**src/cpu_ctrl_map.vh**
```
// Register map, field positions, reset values and event codes
// of the processor control register group.
// Assumes a 32-bit AHB-Lite slave with one word per register.
`ifndef CPU_CTRL_MAP_VH
`define CPU_CTRL_MAP_VH

// Byte offsets
`define OFS_STATUS_WORD      8'h00
`define OFS_SHADOW           8'h04
`define OFS_USER_SP          8'h08
`define OFS_SEG_TABLE_BASE   8'h0c
`define OFS_COUNTER_ONE      8'h10
`define OFS_COUNTER_TWO      8'h14
`define OFS_COUNTER_CONFIG   8'h18

// Status word fields
`define SW_ADDR_MODE         16
`define SW_USER_LE           15
`define SW_PRIO_HI           14
`define SW_PRIO_LO           12
`define SW_ENTER_GUARD       11
`define SW_EXEC_LEVEL        10
`define SW_STACK_SEL         9
`define SW_TRACE_BLOCK       8
`define SW_TRACE_INSTR       7
`define SW_OVERFLOW          6
`define SW_CARRY             5
`define SW_FLAG              4
`define SW_WRITE_MASK        32'h0001fff0

// Other fields
`define STB_CACHE_BIT        11
`define STB_KEEP_MASK        32'hfffff800
`define SP_KEEP_MASK         32'hfffffff0
`define CFG_C1_EVENT         22
`define CFG_C1_KERNEL_ONLY   23
`define CFG_C2_KERNEL_ONLY   30
`define CFG_C2_SEL_HI        29
`define CFG_C2_SEL_LO        25
`define CFG_WRITE_MASK       32'hffc00000

// Reset values
`define RST_STATUS_WORD      32'h00000000
`define RST_WORD             32'h00000000

// Second counter event codes
`define C2_SEL_CYCLES        5'h00
`define C2_SEL_INSTR         5'h01
`define C2_SEL_STOP          5'h1f

`endif

```
**src/event_counter.v**
```verilog
// Free-running event counter with software load.
// Assumes inc is a one-cycle qualified event in the hclk domain.
`timescale 1ns/100ps
`default_nettype none
module event_counter #(
	parameter WIDTH = 32
) (
	input  wire             hclk,
	input  wire             hresetn,
	input  wire             load,
	input  wire [WIDTH-1:0] load_data,
	input  wire             inc,
	output reg  [WIDTH-1:0] count
);
	always @(posedge hclk or negedge hresetn) begin
		if (!hresetn) begin
			count <= {WIDTH{1'b0}};
		end else if (load) begin
			count <= load_data;
		end else if (inc) begin
			count <= count + {{(WIDTH-1){1'b0}}, 1'b1};
		end
	end
endmodule // event_counter
`default_nettype wire

```
**src/trace_unit.v**
```verilog
// Single-step and basic-block trace sequencer.
// Assumes instr_done pulses once per executed instruction and
// trace_taken pulses when the exception sequencer takes the trace.
`timescale 1ns/100ps
`default_nettype none
module trace_unit (
	input  wire        hclk,
	input  wire        hresetn,
	input  wire        trace_instr_en,
	input  wire        trace_block_en,
	input  wire        instr_done,
	input  wire        instr_is_flow,
	input  wire        instr_folded,
	input  wire [31:0] next_pc,
	input  wire        trace_taken,
	output reg         trace_pending,
	output reg  [31:0] trace_pc
);
	wire arm;

	// Folded branches are rejected by this check and never arm
	assign arm = instr_done && !instr_folded && !trace_pending &&
		(trace_instr_en || (trace_block_en && instr_is_flow));

	always @(posedge hclk or negedge hresetn) begin
		if (!hresetn) begin
			trace_pending <= 1'b0;
			trace_pc      <= 32'h00000000;
		end else if (arm) begin
			trace_pending <= 1'b1;
			trace_pc      <= next_pc;
		end else if (trace_taken) begin
			trace_pending <= 1'b0;
		end
	end
endmodule // trace_unit
`default_nettype wire

```
**src/cpu_status_and_stack_control_regs.v**
```verilog
// Processor control register group: status word, stack shadow,
// user stack pointer, segment table base and two event counters.
// Assumes an AHB-Lite master on hclk and pipeline strobes that are
// one-cycle pulses synchronous to hclk.
//
// The implementer's own choices: the placing of the registers and the AHB-Lite slave port.
`timescale 1ns/100ps
`default_nettype none
`include "cpu_ctrl_map.vh"

// How it works
// - Reset clears whole status word to zero
// - Bit 16 enables translation, else non-cacheable
// - Bit 15 picks user data byte order
// - Accept interrupt below priority or level zero
// - Uneventful frame entry sets guard bit
// - Bit 10 selects kernel or user level
// - Bit 9 selects interrupt or user stack
// - Block trace after call, return or jump
// - Instruction trace; wins over block trace
// - Folded branches alone never trace
// - Overflow and carry kept until next update
// - Flag bit written by flag-setting instructions, bus writes and exception sequences
// - Low four bits reserved, read zero
// - Exception sequences change low half only
// - Shadow follows active stack pointer automatically
// - User stack pointer quad aligned, low zero
// - Table base page aligned, low bits zero
// - Table base write flushes translation buffers
// - Cache bit drives cacheability on table walks
// - Two readable full-width event counters
// - First counter counts cycles or instructions
// - Second counter event select, all-ones stops
module cpu_status_and_stack_control_regs #(
	parameter CNT_WIDTH = 32
) (
	input  wire        hclk,
	input  wire        hresetn,
	// AHB-Lite slave
	input  wire        hsel,
	input  wire [7:0]  haddr,
	input  wire [1:0]  htrans,
	input  wire        hwrite,
	input  wire [2:0]  hsize,
	input  wire [31:0] hwdata,
	input  wire        hready,
	output wire        hreadyout,
	output wire        hresp,
	output reg  [31:0] hrdata,
	// Pipeline and exception sequencer
	input  wire        flag_we,
	input  wire        flag_value,
	input  wire        overflow_we,
	input  wire        overflow_value,
	input  wire        carry_we,
	input  wire        carry_value,
	input  wire        enter_uneventful,
	input  wire        exc_status_we,
	input  wire [15:0] exc_status_low,
	input  wire        user_sp_we,
	input  wire [31:0] user_sp_value,
	input  wire [31:0] interrupt_stack_pointer,
	input  wire        stack_seq_done,
	input  wire        instr_done,
	input  wire        instr_is_flow,
	input  wire        instr_folded,
	input  wire [31:0] next_pc,
	input  wire        trace_taken,
	input  wire [2:0]  interrupt_request_level,
	input  wire [31:0] aux_events,
	input  wire        table_walk_access,
	// State toward translation, trace and interrupt logic
	output wire        translate_enable,
	output wire        non_cacheable_output,
	output wire        user_little_endian,
	output wire        user_level,
	output wire        user_stack_selected,
	output wire [31:0] active_stack_pointer,
	output wire [31:0] stack_pointer_shadow,
	output wire [31:0] user_stack_pointer,
	output wire [31:0] segment_table_base,
	output wire        interrupt_accept,
	output wire        trace_hold,
	output wire        trace_request,
	output wire [31:0] trace_pc,
	output reg         translation_flush
);
	reg  [31:0] program_status_word;
	reg  [31:0] shadow;
	reg  [31:0] user_sp;
	reg  [31:0] seg_base;
	reg  [31:0] counter_config;
	reg  [31:0] prev_active;
	reg         dp_write;
	reg         dp_read;
	reg  [7:0]  dp_addr;
	wire        addr_phase;
	wire        wr_status;
	wire        wr_shadow;
	wire        wr_user_sp;
	wire        wr_seg_base;
	wire        wr_cnt_one;
	wire        wr_cnt_two;
	wire        wr_config;
	wire [31:0] event_counter_one;
	wire [31:0] event_counter_two;
	wire        kernel_ok_one;
	wire        kernel_ok_two;
	wire        inc_one;
	wire [4:0]  c2_sel;
	reg         inc_two;
	reg  [31:0] next_status;
	wire        active_changed;
	wire        trace_pending;
	reg         rd_busy;
	reg  [31:0] read_word;
	wire [2:0]  irq_prio;
	reg         irq_open;

	// One wait state on reads lets hrdata come from a flop; always OKAY
	assign hreadyout  = !rd_busy;
	assign hresp      = 1'b0;
	assign addr_phase = hsel && hready && htrans[1];

	always @(posedge hclk or negedge hresetn) begin
		if (!hresetn) begin
			dp_write <= 1'b0;
			dp_read  <= 1'b0;
			dp_addr  <= 8'h00;
		end else if (hready) begin
			dp_write <= addr_phase && hwrite;
			dp_read  <= addr_phase && !hwrite;
			dp_addr  <= haddr;
		end
	end

	assign wr_status   = dp_write && (dp_addr == `OFS_STATUS_WORD);
	assign wr_shadow   = dp_write && (dp_addr == `OFS_SHADOW);
	assign wr_user_sp  = dp_write && (dp_addr == `OFS_USER_SP);
	assign wr_seg_base = dp_write && (dp_addr == `OFS_SEG_TABLE_BASE);
	assign wr_cnt_one  = dp_write && (dp_addr == `OFS_COUNTER_ONE);
	assign wr_cnt_two  = dp_write && (dp_addr == `OFS_COUNTER_TWO);
	assign wr_config   = dp_write && (dp_addr == `OFS_COUNTER_CONFIG);

	// Status word next value: bus write, then sequencer, then flags
	always @* begin
		next_status = program_status_word;
		if (wr_status) begin
			next_status = hwdata & `SW_WRITE_MASK;
		end
		if (exc_status_we) begin
			next_status[15:0] = exc_status_low & 16'hfff0;
		end
		if (enter_uneventful) begin
			next_status[`SW_ENTER_GUARD] = 1'b1;
		end
		if (overflow_we) begin
			next_status[`SW_OVERFLOW] = overflow_value;
		end
		if (carry_we) begin
			next_status[`SW_CARRY] = carry_value;
		end
		if (flag_we) begin
			next_status[`SW_FLAG] = flag_value;
		end
	end

	always @(posedge hclk or negedge hresetn) begin
		if (!hresetn) begin
			program_status_word <= `RST_STATUS_WORD;
		end else begin
			program_status_word <= next_status;
		end
	end

	// Mode decode
	assign translate_enable    = program_status_word[`SW_ADDR_MODE];
	assign user_little_endian  = program_status_word[`SW_USER_LE];
	assign user_level          = program_status_word[`SW_EXEC_LEVEL];
	assign user_stack_selected = program_status_word[`SW_STACK_SEL];

	// Table walk uses the cache bit, otherwise physical mode forces it
	assign non_cacheable_output = table_walk_access ?
		!seg_base[`STB_CACHE_BIT] :
		!program_status_word[`SW_ADDR_MODE];

	// Level zero always accepted; priority 7 opens every level
	assign irq_prio = program_status_word[`SW_PRIO_HI:`SW_PRIO_LO];

	always @* begin
		irq_open = 1'b0;
		if (interrupt_request_level == 3'h0) begin
			irq_open = 1'b1;
		end else if (irq_prio == 3'h7) begin
			irq_open = 1'b1;
		end else if (interrupt_request_level < irq_prio) begin
			irq_open = 1'b1;
		end
	end
	assign interrupt_accept = irq_open;

	assign active_stack_pointer = user_stack_selected ? user_sp :
		(interrupt_stack_pointer & `SP_KEEP_MASK);

	// User stack pointer
	always @(posedge hclk or negedge hresetn) begin
		if (!hresetn) begin
			user_sp <= `RST_WORD;
		end else if (user_sp_we) begin
			user_sp <= user_sp_value & `SP_KEEP_MASK;
		end else if (wr_user_sp) begin
			user_sp <= hwdata & `SP_KEEP_MASK;
		end
	end
	assign user_stack_pointer = user_sp;

	// Shadow follows the active pointer on sequences and changes
	assign active_changed = (active_stack_pointer != prev_active);

	always @(posedge hclk or negedge hresetn) begin
		if (!hresetn) begin
			prev_active <= `RST_WORD;
			shadow      <= `RST_WORD;
		end else begin
			prev_active <= active_stack_pointer;
			if (stack_seq_done || active_changed) begin
				shadow <= active_stack_pointer;
			end else if (wr_shadow) begin
				shadow <= hwdata & `SP_KEEP_MASK;
			end
		end
	end
	assign stack_pointer_shadow = shadow;

	// Segment table base; any write flushes translation state
	always @(posedge hclk or negedge hresetn) begin
		if (!hresetn) begin
			seg_base          <= `RST_WORD;
			translation_flush <= 1'b0;
		end else begin
			translation_flush <= wr_seg_base;
			if (wr_seg_base) begin
				seg_base <= hwdata & `STB_KEEP_MASK;
			end
		end
	end
	assign segment_table_base = seg_base;

	// Counter configuration
	always @(posedge hclk or negedge hresetn) begin
		if (!hresetn) begin
			counter_config <= `RST_WORD;
		end else if (wr_config) begin
			counter_config <= hwdata & `CFG_WRITE_MASK;
		end
	end

	assign kernel_ok_one = !counter_config[`CFG_C1_KERNEL_ONLY] || !user_level;
	assign kernel_ok_two = !counter_config[`CFG_C2_KERNEL_ONLY] || !user_level;
	assign inc_one = kernel_ok_one && (counter_config[`CFG_C1_EVENT] ?
		(instr_done && !instr_folded) : 1'b1);
	assign c2_sel = counter_config[`CFG_C2_SEL_HI:`CFG_C2_SEL_LO];

	always @* begin
		case (c2_sel)
			`C2_SEL_CYCLES: inc_two = 1'b1;
			`C2_SEL_INSTR:  inc_two = instr_done && !instr_folded;
			`C2_SEL_STOP:   inc_two = 1'b0;
			default:        inc_two = aux_events[c2_sel];
		endcase
	end

	event_counter #(
		.WIDTH     (CNT_WIDTH)
	) counter_one (
		.hclk      (hclk),
		.hresetn   (hresetn),
		.load      (wr_cnt_one),
		.load_data (hwdata[CNT_WIDTH-1:0]),
		.inc       (inc_one),
		.count     (event_counter_one)
	);

	event_counter #(
		.WIDTH     (CNT_WIDTH)
	) counter_two (
		.hclk      (hclk),
		.hresetn   (hresetn),
		.load      (wr_cnt_two),
		.load_data (hwdata[CNT_WIDTH-1:0]),
		.inc       (inc_two && kernel_ok_two),
		.count     (event_counter_two)
	);

	trace_unit tracer (
		.hclk           (hclk),
		.hresetn        (hresetn),
		.trace_instr_en (program_status_word[`SW_TRACE_INSTR]),
		.trace_block_en (program_status_word[`SW_TRACE_BLOCK]),
		.instr_done     (instr_done),
		.instr_is_flow  (instr_is_flow),
		.instr_folded   (instr_folded),
		.next_pc        (next_pc),
		.trace_taken    (trace_taken),
		.trace_pending  (trace_pending),
		.trace_pc       (trace_pc)
	);
	assign trace_hold    = trace_pending;
	assign trace_request = trace_pending;

	// Read word picked in the data phase, so a read after a write sees it
	always @* begin
		read_word = 32'h00000000;
		if (dp_read) begin
			case (dp_addr)
				`OFS_STATUS_WORD:    read_word = program_status_word;
				`OFS_SHADOW:         read_word = shadow;
				`OFS_USER_SP:        read_word = user_sp;
				`OFS_SEG_TABLE_BASE: read_word = seg_base;
				`OFS_COUNTER_ONE:    read_word = event_counter_one;
				`OFS_COUNTER_TWO:    read_word = event_counter_two;
				`OFS_COUNTER_CONFIG: read_word = counter_config;
				default:             read_word = 32'h00000000;
			endcase
		end
	end

	// First read data cycle waits and captures; the word stands after it
	always @(posedge hclk or negedge hresetn) begin
		if (!hresetn) begin
			rd_busy <= 1'b0;
			hrdata  <= 32'h00000000;
		end else begin
			if (hready) begin
				rd_busy <= addr_phase && !hwrite;
			end else begin
				rd_busy <= 1'b0;
			end
			if (rd_busy) begin
				hrdata <= read_word;
			end
		end
	end
endmodule // cpu_status_and_stack_control_regs
`default_nettype wire

```
**config.mk**
```make
export PLATFORM = sky130hd
export DESIGN_NAME = cpu_status_and_stack_control_regs
export DESIGN_NICKNAME = d
export VERILOG_FILES = /design/src/event_counter.v /design/src/trace_unit.v /design/src/cpu_status_and_stack_control_regs.v
export VERILOG_INCLUDE_DIRS = /design/src
export SDC_FILE = /design/constraint.sdc
export NUM_CORES = 1
export LEC_CHECK = 0
export CAP_MARGIN = 20
export CORE_ASPECT_RATIO = 2
export CORE_MARGIN = 1
export CORE_UTILIZATION = 49
export DETAILED_ROUTE_END_ITERATION = 7
export DONT_BUFFER_PORTS = 1
export GPL_ROUTABILITY_DRIVEN = 0
export SLEW_MARGIN = 20
export SYNTH_ARGS = -nofsm -noshare
export SYNTH_HDL_FRONTEND = slang
export SYNTH_HIERARCHICAL = 1
export SYNTH_SLANG_ARGS = --single-unit
export TNS_END_PERCENT = 30
```
**constraint.sdc**
```tcl
create_clock -name hclk -period 4.01 [get_ports hclk]
set_input_delay 0.401 -clock hclk [delete_from_list [all_inputs] [get_ports hclk]]
set_output_delay 0.401 -clock hclk [all_outputs]
set_load 0.02 [all_outputs]
```
* Word level (Yosys, flattened, before mapping) *
Index checks and enable logic that the tools add are counted.

cells by class
  $lt $le $gt $ge = 2
  eq/ne operators = 10
  add/subtract/negate cells = 2
  muxes and demuxes = 28
  reduce and logical (&&, ||, !) cells = 43

operator list
  kind                     count
  $mux W32                 10
  $pmux W32 S7             1
  $add A32 B1 Y32 const B  2
  $mux W16                 2
  $ne A32 B32 Y1           1
  $eq A8 B5 Y1 const B     3
  $logic_and A1 B1 Y1      17
  $eq A8 B4 Y1 const B     2
  $mux W1                  13
  $reduce_bool A2 Y1       6
  $reduce_bool A3 Y1       4
  $logic_not A1 Y1         9
  $eq A8 B3 Y1 const B     1
  $logic_not A8 Y1         1
  $lt A5 B6 Y1 const B     1
  $bmux W1 S5              1
  $eq A5 B1 Y1 const B     1
  $eq A5 B5 Y1 const B     1
  $logic_not A5 Y1         1
  $logic_or A1 B1 Y1       4
  $eq A3 B3 Y1 const B     1
  $logic_not A3 Y1         1
  $lt A3 B3 Y1             1
  $pmux W1 S3              1

storage, ports and cells
  register bits = 285
  output and inout port bits = 203

* Depth between registers and ports, before layout *
  word-level depth = 6
  mapped depth = 14
  mapped depth without buffers = 10

* Hierarchy *
Netlist, hierarchy kept.

modules (own cells, without submodules)
  module                             area an instance (um^2)  sequential area each (um^2)  times used  cells an instance
  cpu_status_and_stack_control_regs  9257.6                   4304.1                       1           797
  event_counter                      1910.6                   800.8                        2           223
  trace_unit                         1263.7                   825.8                        1           72

* Worst setup path before layout *
No wires, ideal clock.

  path type = register -> register
  start point = register counter_config[25]
  end point = register counter_two.count[27]
  arrival time = 3145 ps
  clock period less this slack = 3227 ps
  path slack = 783 ps
  stages on the path, launching flop included = 14
  buffers on the path = 3
  library setup time = 82 ps
  path through = dfrtp_1 -> buf_2 -> mux4_2 -> mux2i_1 -> nand2_1 -> o21ai_0 -> a222oi_1 -> nor3b_1 -> buf_4 -> nand4_4 -> or4_1 -> buf_2 -> or4_1 -> a31oi_1

between the ends
  longest elaborated chain between the ends = 5
  elaborated cells between the ends (all ways) = 8

RTL lines
  what                              RTL line                                 RTL
  start, declared                   cpu_status_and_stack_control_regs.v:92   reg [31:0] counter_config;
  start signal, assigned            cpu_status_and_stack_control_regs.v:252  counter_config <= `RST_WORD;
  start signal, assigned            cpu_status_and_stack_control_regs.v:254  counter_config <= hwdata & `CFG_WRITE_MASK;
  $bmux W1 S5                       cpu_status_and_stack_control_regs.v:269  default: inc_two = aux_events[c2_sel];
  $mux W1 (implied by the code)     cpu_status_and_stack_control_regs.v:269
  $pmux W1 S3 (*)                   cpu_status_and_stack_control_regs.v:265  case (c2_sel)
  $logic_and A1 B1 Y1 (*)           cpu_status_and_stack_control_regs.v:291  .inc (inc_two && kernel_ok_two),
  $reduce_bool A2 Y1 (no line) (*)  n/a
  end signal, assigned              event_counter.v:17                       count <= {WIDTH{1'b0}};
  end signal, assigned              event_counter.v:19                       count <= load_data;
  end signal, assigned              event_counter.v:21                       count <= count + {{(WIDTH-1){1'b0}}, 1'b1};
  end, declared                     event_counter.v:13                       output reg [WIDTH-1:0] count

Every way passes the cells marked *; elsewhere a longest branch is shown, timed or not. The select of a mux whose other input is x is not followed.
A chain may end at the register's enable or synchronous reset.

* Worst setup path after layout *
Ends and elaborated chain as after synthesis.

==> results.tsv <==
stage	metric	value	unit
route	drc	0	
placed_design	port_buffers	0	
yosys	syn-instance-count	1315	
yosys	syn_area	14300	um2
power_and_ir_drop	leakage	7.14	nW
sta	relSlewSlack	42.3	%
sta	fin_ws	0.334	ns
hold_path	hold_path.class	input pin to asynchronous set/reset pin	
cts	cts_max_level	1	
status	status	complete, but fails checks	
yosys	postSynth.asyncResetShare	100	%
sta	tightest_slew	0.865	ns
worst_setup_path	required	4.47	ns
grt	grt_overflow	0	
finish	seqCellArea	6740	um2
finish	num-nets-final	1626	
cts	clock_latency	0.54	ns
sta	setup_viol	0	
die	die_area	30000	um2
sta	whs	-0.444	ns
power_and_ir_drop	ir_drop	0.000402	V
status	violations	hold timing	
route	wirelength	48.0	mm
worst_setup_path	cp_max_fo	17	
grt	grt_start_max_net_pins	270	
cts	cts_setup_buffers	0	
yosys	synthAdderAreaFrac	0.349	%
yosys	synth_common_cells	269 x dfrtp_1, 137 x mux2i_1, 117 x nand2_1	
grt	grtUsageTotal	32.3	%
yosys	synth_most_common_cell	dfrtp_1	
grt	grt_pass1_vias	11800	
yosys	synth_top_family_by_area	multiplexers	
finish	multi_input_area	6900	um2
yosys	yosys_register_bits	269	
cts	path_clk_slew	0.07	ns
die	chipHeight	244	um
yosys	ys_types	57	
yosys	synth_xor_area_share	3.54	%
yosys	seq_area_frac_synth	46.9	%
power_and_ir_drop	power_frac_seq	50.3	%
sta	hold_viol	269	
power_and_ir_drop	power.total	0.00725	W
yosys	synth_ff_type	dfrtp_1	
cts	cts_tree	done	
worst_setup_path	worstPathArrival	4.13	ns
power_and_ir_drop	p_int	0.00497	W
worst_setup_path	crit_type	flip-flop to flip-flop	
yosys	netlist.area_leader.share	46.9	%
route	avgRoutedWirePerCell	26.9	um
power_and_ir_drop	p_sw_share	31.4	%
power_and_ir_drop	p_per_area	438	nW/um2
grt	grt_pass1_wl	71.3	mm
worst_setup_path	crit_slowest_cell	or4_1	
finish	antenna_cells	0	
grt	grt_antenna_before_repair	1	
yosys	synth_mux_area_share	20.6	%
cts	ctsHoldBuffers	109	
power_and_ir_drop	p_switching	0.00228	W
yosys	synth_area_leaders	dfrtp_1 47%, mux2i_1 9.6%, mux2_2 7.1%	
sta	fin_skew	0.0120	ns
cts	clockBufferDepth	3	
yosys	yosys_warnings	6	
worst_setup_path	crit_chain	mux4_2 > nor2_1 > nor2_1 > o21ai_0 > a222oi_1 > nor3b_1 > buf_4 > nand4_4 > or4_1 > or4_1 > a31oi_1	
sta	final.min_clock_period	3.68	ns
sta	fmax	272	MHz
die	initial_core_util	49.7	%
worst_setup_path	critPathCaptureType	flip-flop	
job	drv_cap	0	
finish	drive_gt1_share	15.3	%
cts	cts-root-buf	clkbuf_16	
worst_setup_path	cp-start-kind	flip-flop	
yosys	synth_enable_flop_cells	0	
yosys	yosysTopAreaCell	dfrtp_1	
cts	numCtsBuffers	25	
sta	rsz0062_at_grt	no	
cts	cts.sinks	269	
yosys	synth.avg_cell_area	10.9	um2
power_and_ir_drop	clkPwrFrac	34.2	%
finish	syn2layout_area_growth	15.3	%
worst_setup_path	cpPeakStageDelay	0.79	ns
die	row_count	88	
route	drt_first_pass_iters	5	
sta	setup_tns	0	ns
die	coreArea	28800	um2
finish	fill_cells	2498	
route	antenna_left	0	
route	drt_iter0_markers	680	
die	chipWidth	123	um
route	vias_per_cell	6.20	
yosys	synth-compound-area-share	10.6	%
power_and_ir_drop	p_comb_share	15.6	%
placed_design	pre_cts_ws	0.394	ns
yosys	yosys.area_share.simple	12.2	%
die	ios	415	
route	vias	11100	
sta	timing.final.crit_share	91.7	%
placed_design	dp_hpwl	33.6	mm
cts	cts_resized	0	
sta	final_max_slew_viol_count	0	
cells in the final DEF, fill, tap and decap left out, types with 4 or more instances in the layout:
cell	instances
a21oi_1	18
a221oi_1	4
a22o_1	7
a22oi_1	26
a31oi_1	26
and2_1	4
and3_1	4
buf_4	43
clkbuf_16	25
clkinv_1	4
clkinv_2	8
conb_1	24
dfrtp_1	266
dlygate4sd3_1	108
ha_1	4
inv_1	46
mux2_2	91
mux2i_1	137
mux2i_2	6
mux4_2	20
nand2_1	117
nand3_1	30
nand4_1	25
nand4bb_1	4
nor2_1	61
nor2b_1	7
nor3_1	17
nor4_1	12
o211ai_1	4
o21ai_0	87
o2bb2ai_1	32
o31ai_1	12
o41ai_1	6
or3_1	11
or4_1	23
xnor2_1	39
xor2_1	19
per-layer routing:
metal  vias up  GRT usage (%)  share of wire, %
met5         -              0                 0
met4         0           15.9               5.0
met3       113           6.95               7.5
met2       535           59.8                54
met1      5511           33.3                34
li1       4922              -                 -
power groups by stage:
| stage | sequential [W] | clock, W | combinational (W) |
|---|---|---|---|
| after CTS | 0.00364 | 0.00252 | 0.00112 |
| final | 0.00364 | 0.00248 | 0.00113 |
| after detailed placement | 0.00368 | 0 | 0.00101 |
| after global routing | 0.00368 | 0.00262 | 0.00123 |
| after floorplan | 0.00353 | 0 | 0.000834 |
| after global placement | 0.00368 | 0 | 0.000979 |
metrics by stage:
step	std cells	util [%]	hold slack, ns	instance area [um2]
after floorplan	1338	-	0.105	14400
after global placement	1634	50.6	0.113	14600
after detailed placement	1634	50.6	0.114	14600
after CTS	1787	57.3	-0.464	16500
after global routing	1787	57.3	-0.466	16500
final	1787	57.3	-0.444	16500
sequential cells by signal (all words and copies together), names as in the netlist, 10 cells and up:
| signal | cells |
|---|---|
| hrdata | 32 |
| program_status_word | 13 |
| stack_pointer_shadow | 28 |
| counter_config | 10 |
| prev_active | 28 |
| counter_two/count | 32 |
| user_stack_pointer | 28 |
| tracer/trace_pc | 32 |
| segment_table_base | 21 |
| counter_one/count | 32 |
final timing paths:
path                                          from                     to  slack [ns]  depth (start not counted)
worst max-delay path            counter_config[25]  counter_two/count[27]        0.33                         11
worst min-delay path                       hresetn  user_stack_pointer[7]       -0.44                          0
worst max register to register  counter_config[25]  counter_two/count[27]        0.33                         11
worst min register to register             dp_read                dp_read        0.48                          1
max in group asynchronous                  hresetn             hrdata[19]        3.73                          0
min in group hclk                       hwdata[29]  counter_two/count[29]        0.01                          2
cell type report:
cell class / count / area share [%]
Tap cell: 360 / 2.72
Clock buffer: 31 / 4.10
Timing Repair Buffer: 152 / 8.66
Inverter: 50 / 1.14
Sequential cell: 269 / 40.7
Clock inverter: 13 / 0.893
Multi-Input combinational cell: 912 / 41.8
worst max-delay path: cells and delay by family (launching register included):
family | cells | cell delay (ns)
simple gates | 6 | 1.95
mux | 1 | 0.39
compound gates | 3 | 0.53
buf+inv | 1 | 0.23
flops | 1 | 0.48
cell families (layout without fill, tap and decap cells):
logic type,Yosys count,after routing
muxes,256,256
and+or+nand+nor,337,337
buffers and inverters,157,246
xor gates and xnor gates,58,58
other,1,24
DFF,269,269
adders and majority gates,4,4
AOI/OAI and AO/OA,233,233
Note: power is estimated with default switching activity, not from simulation.
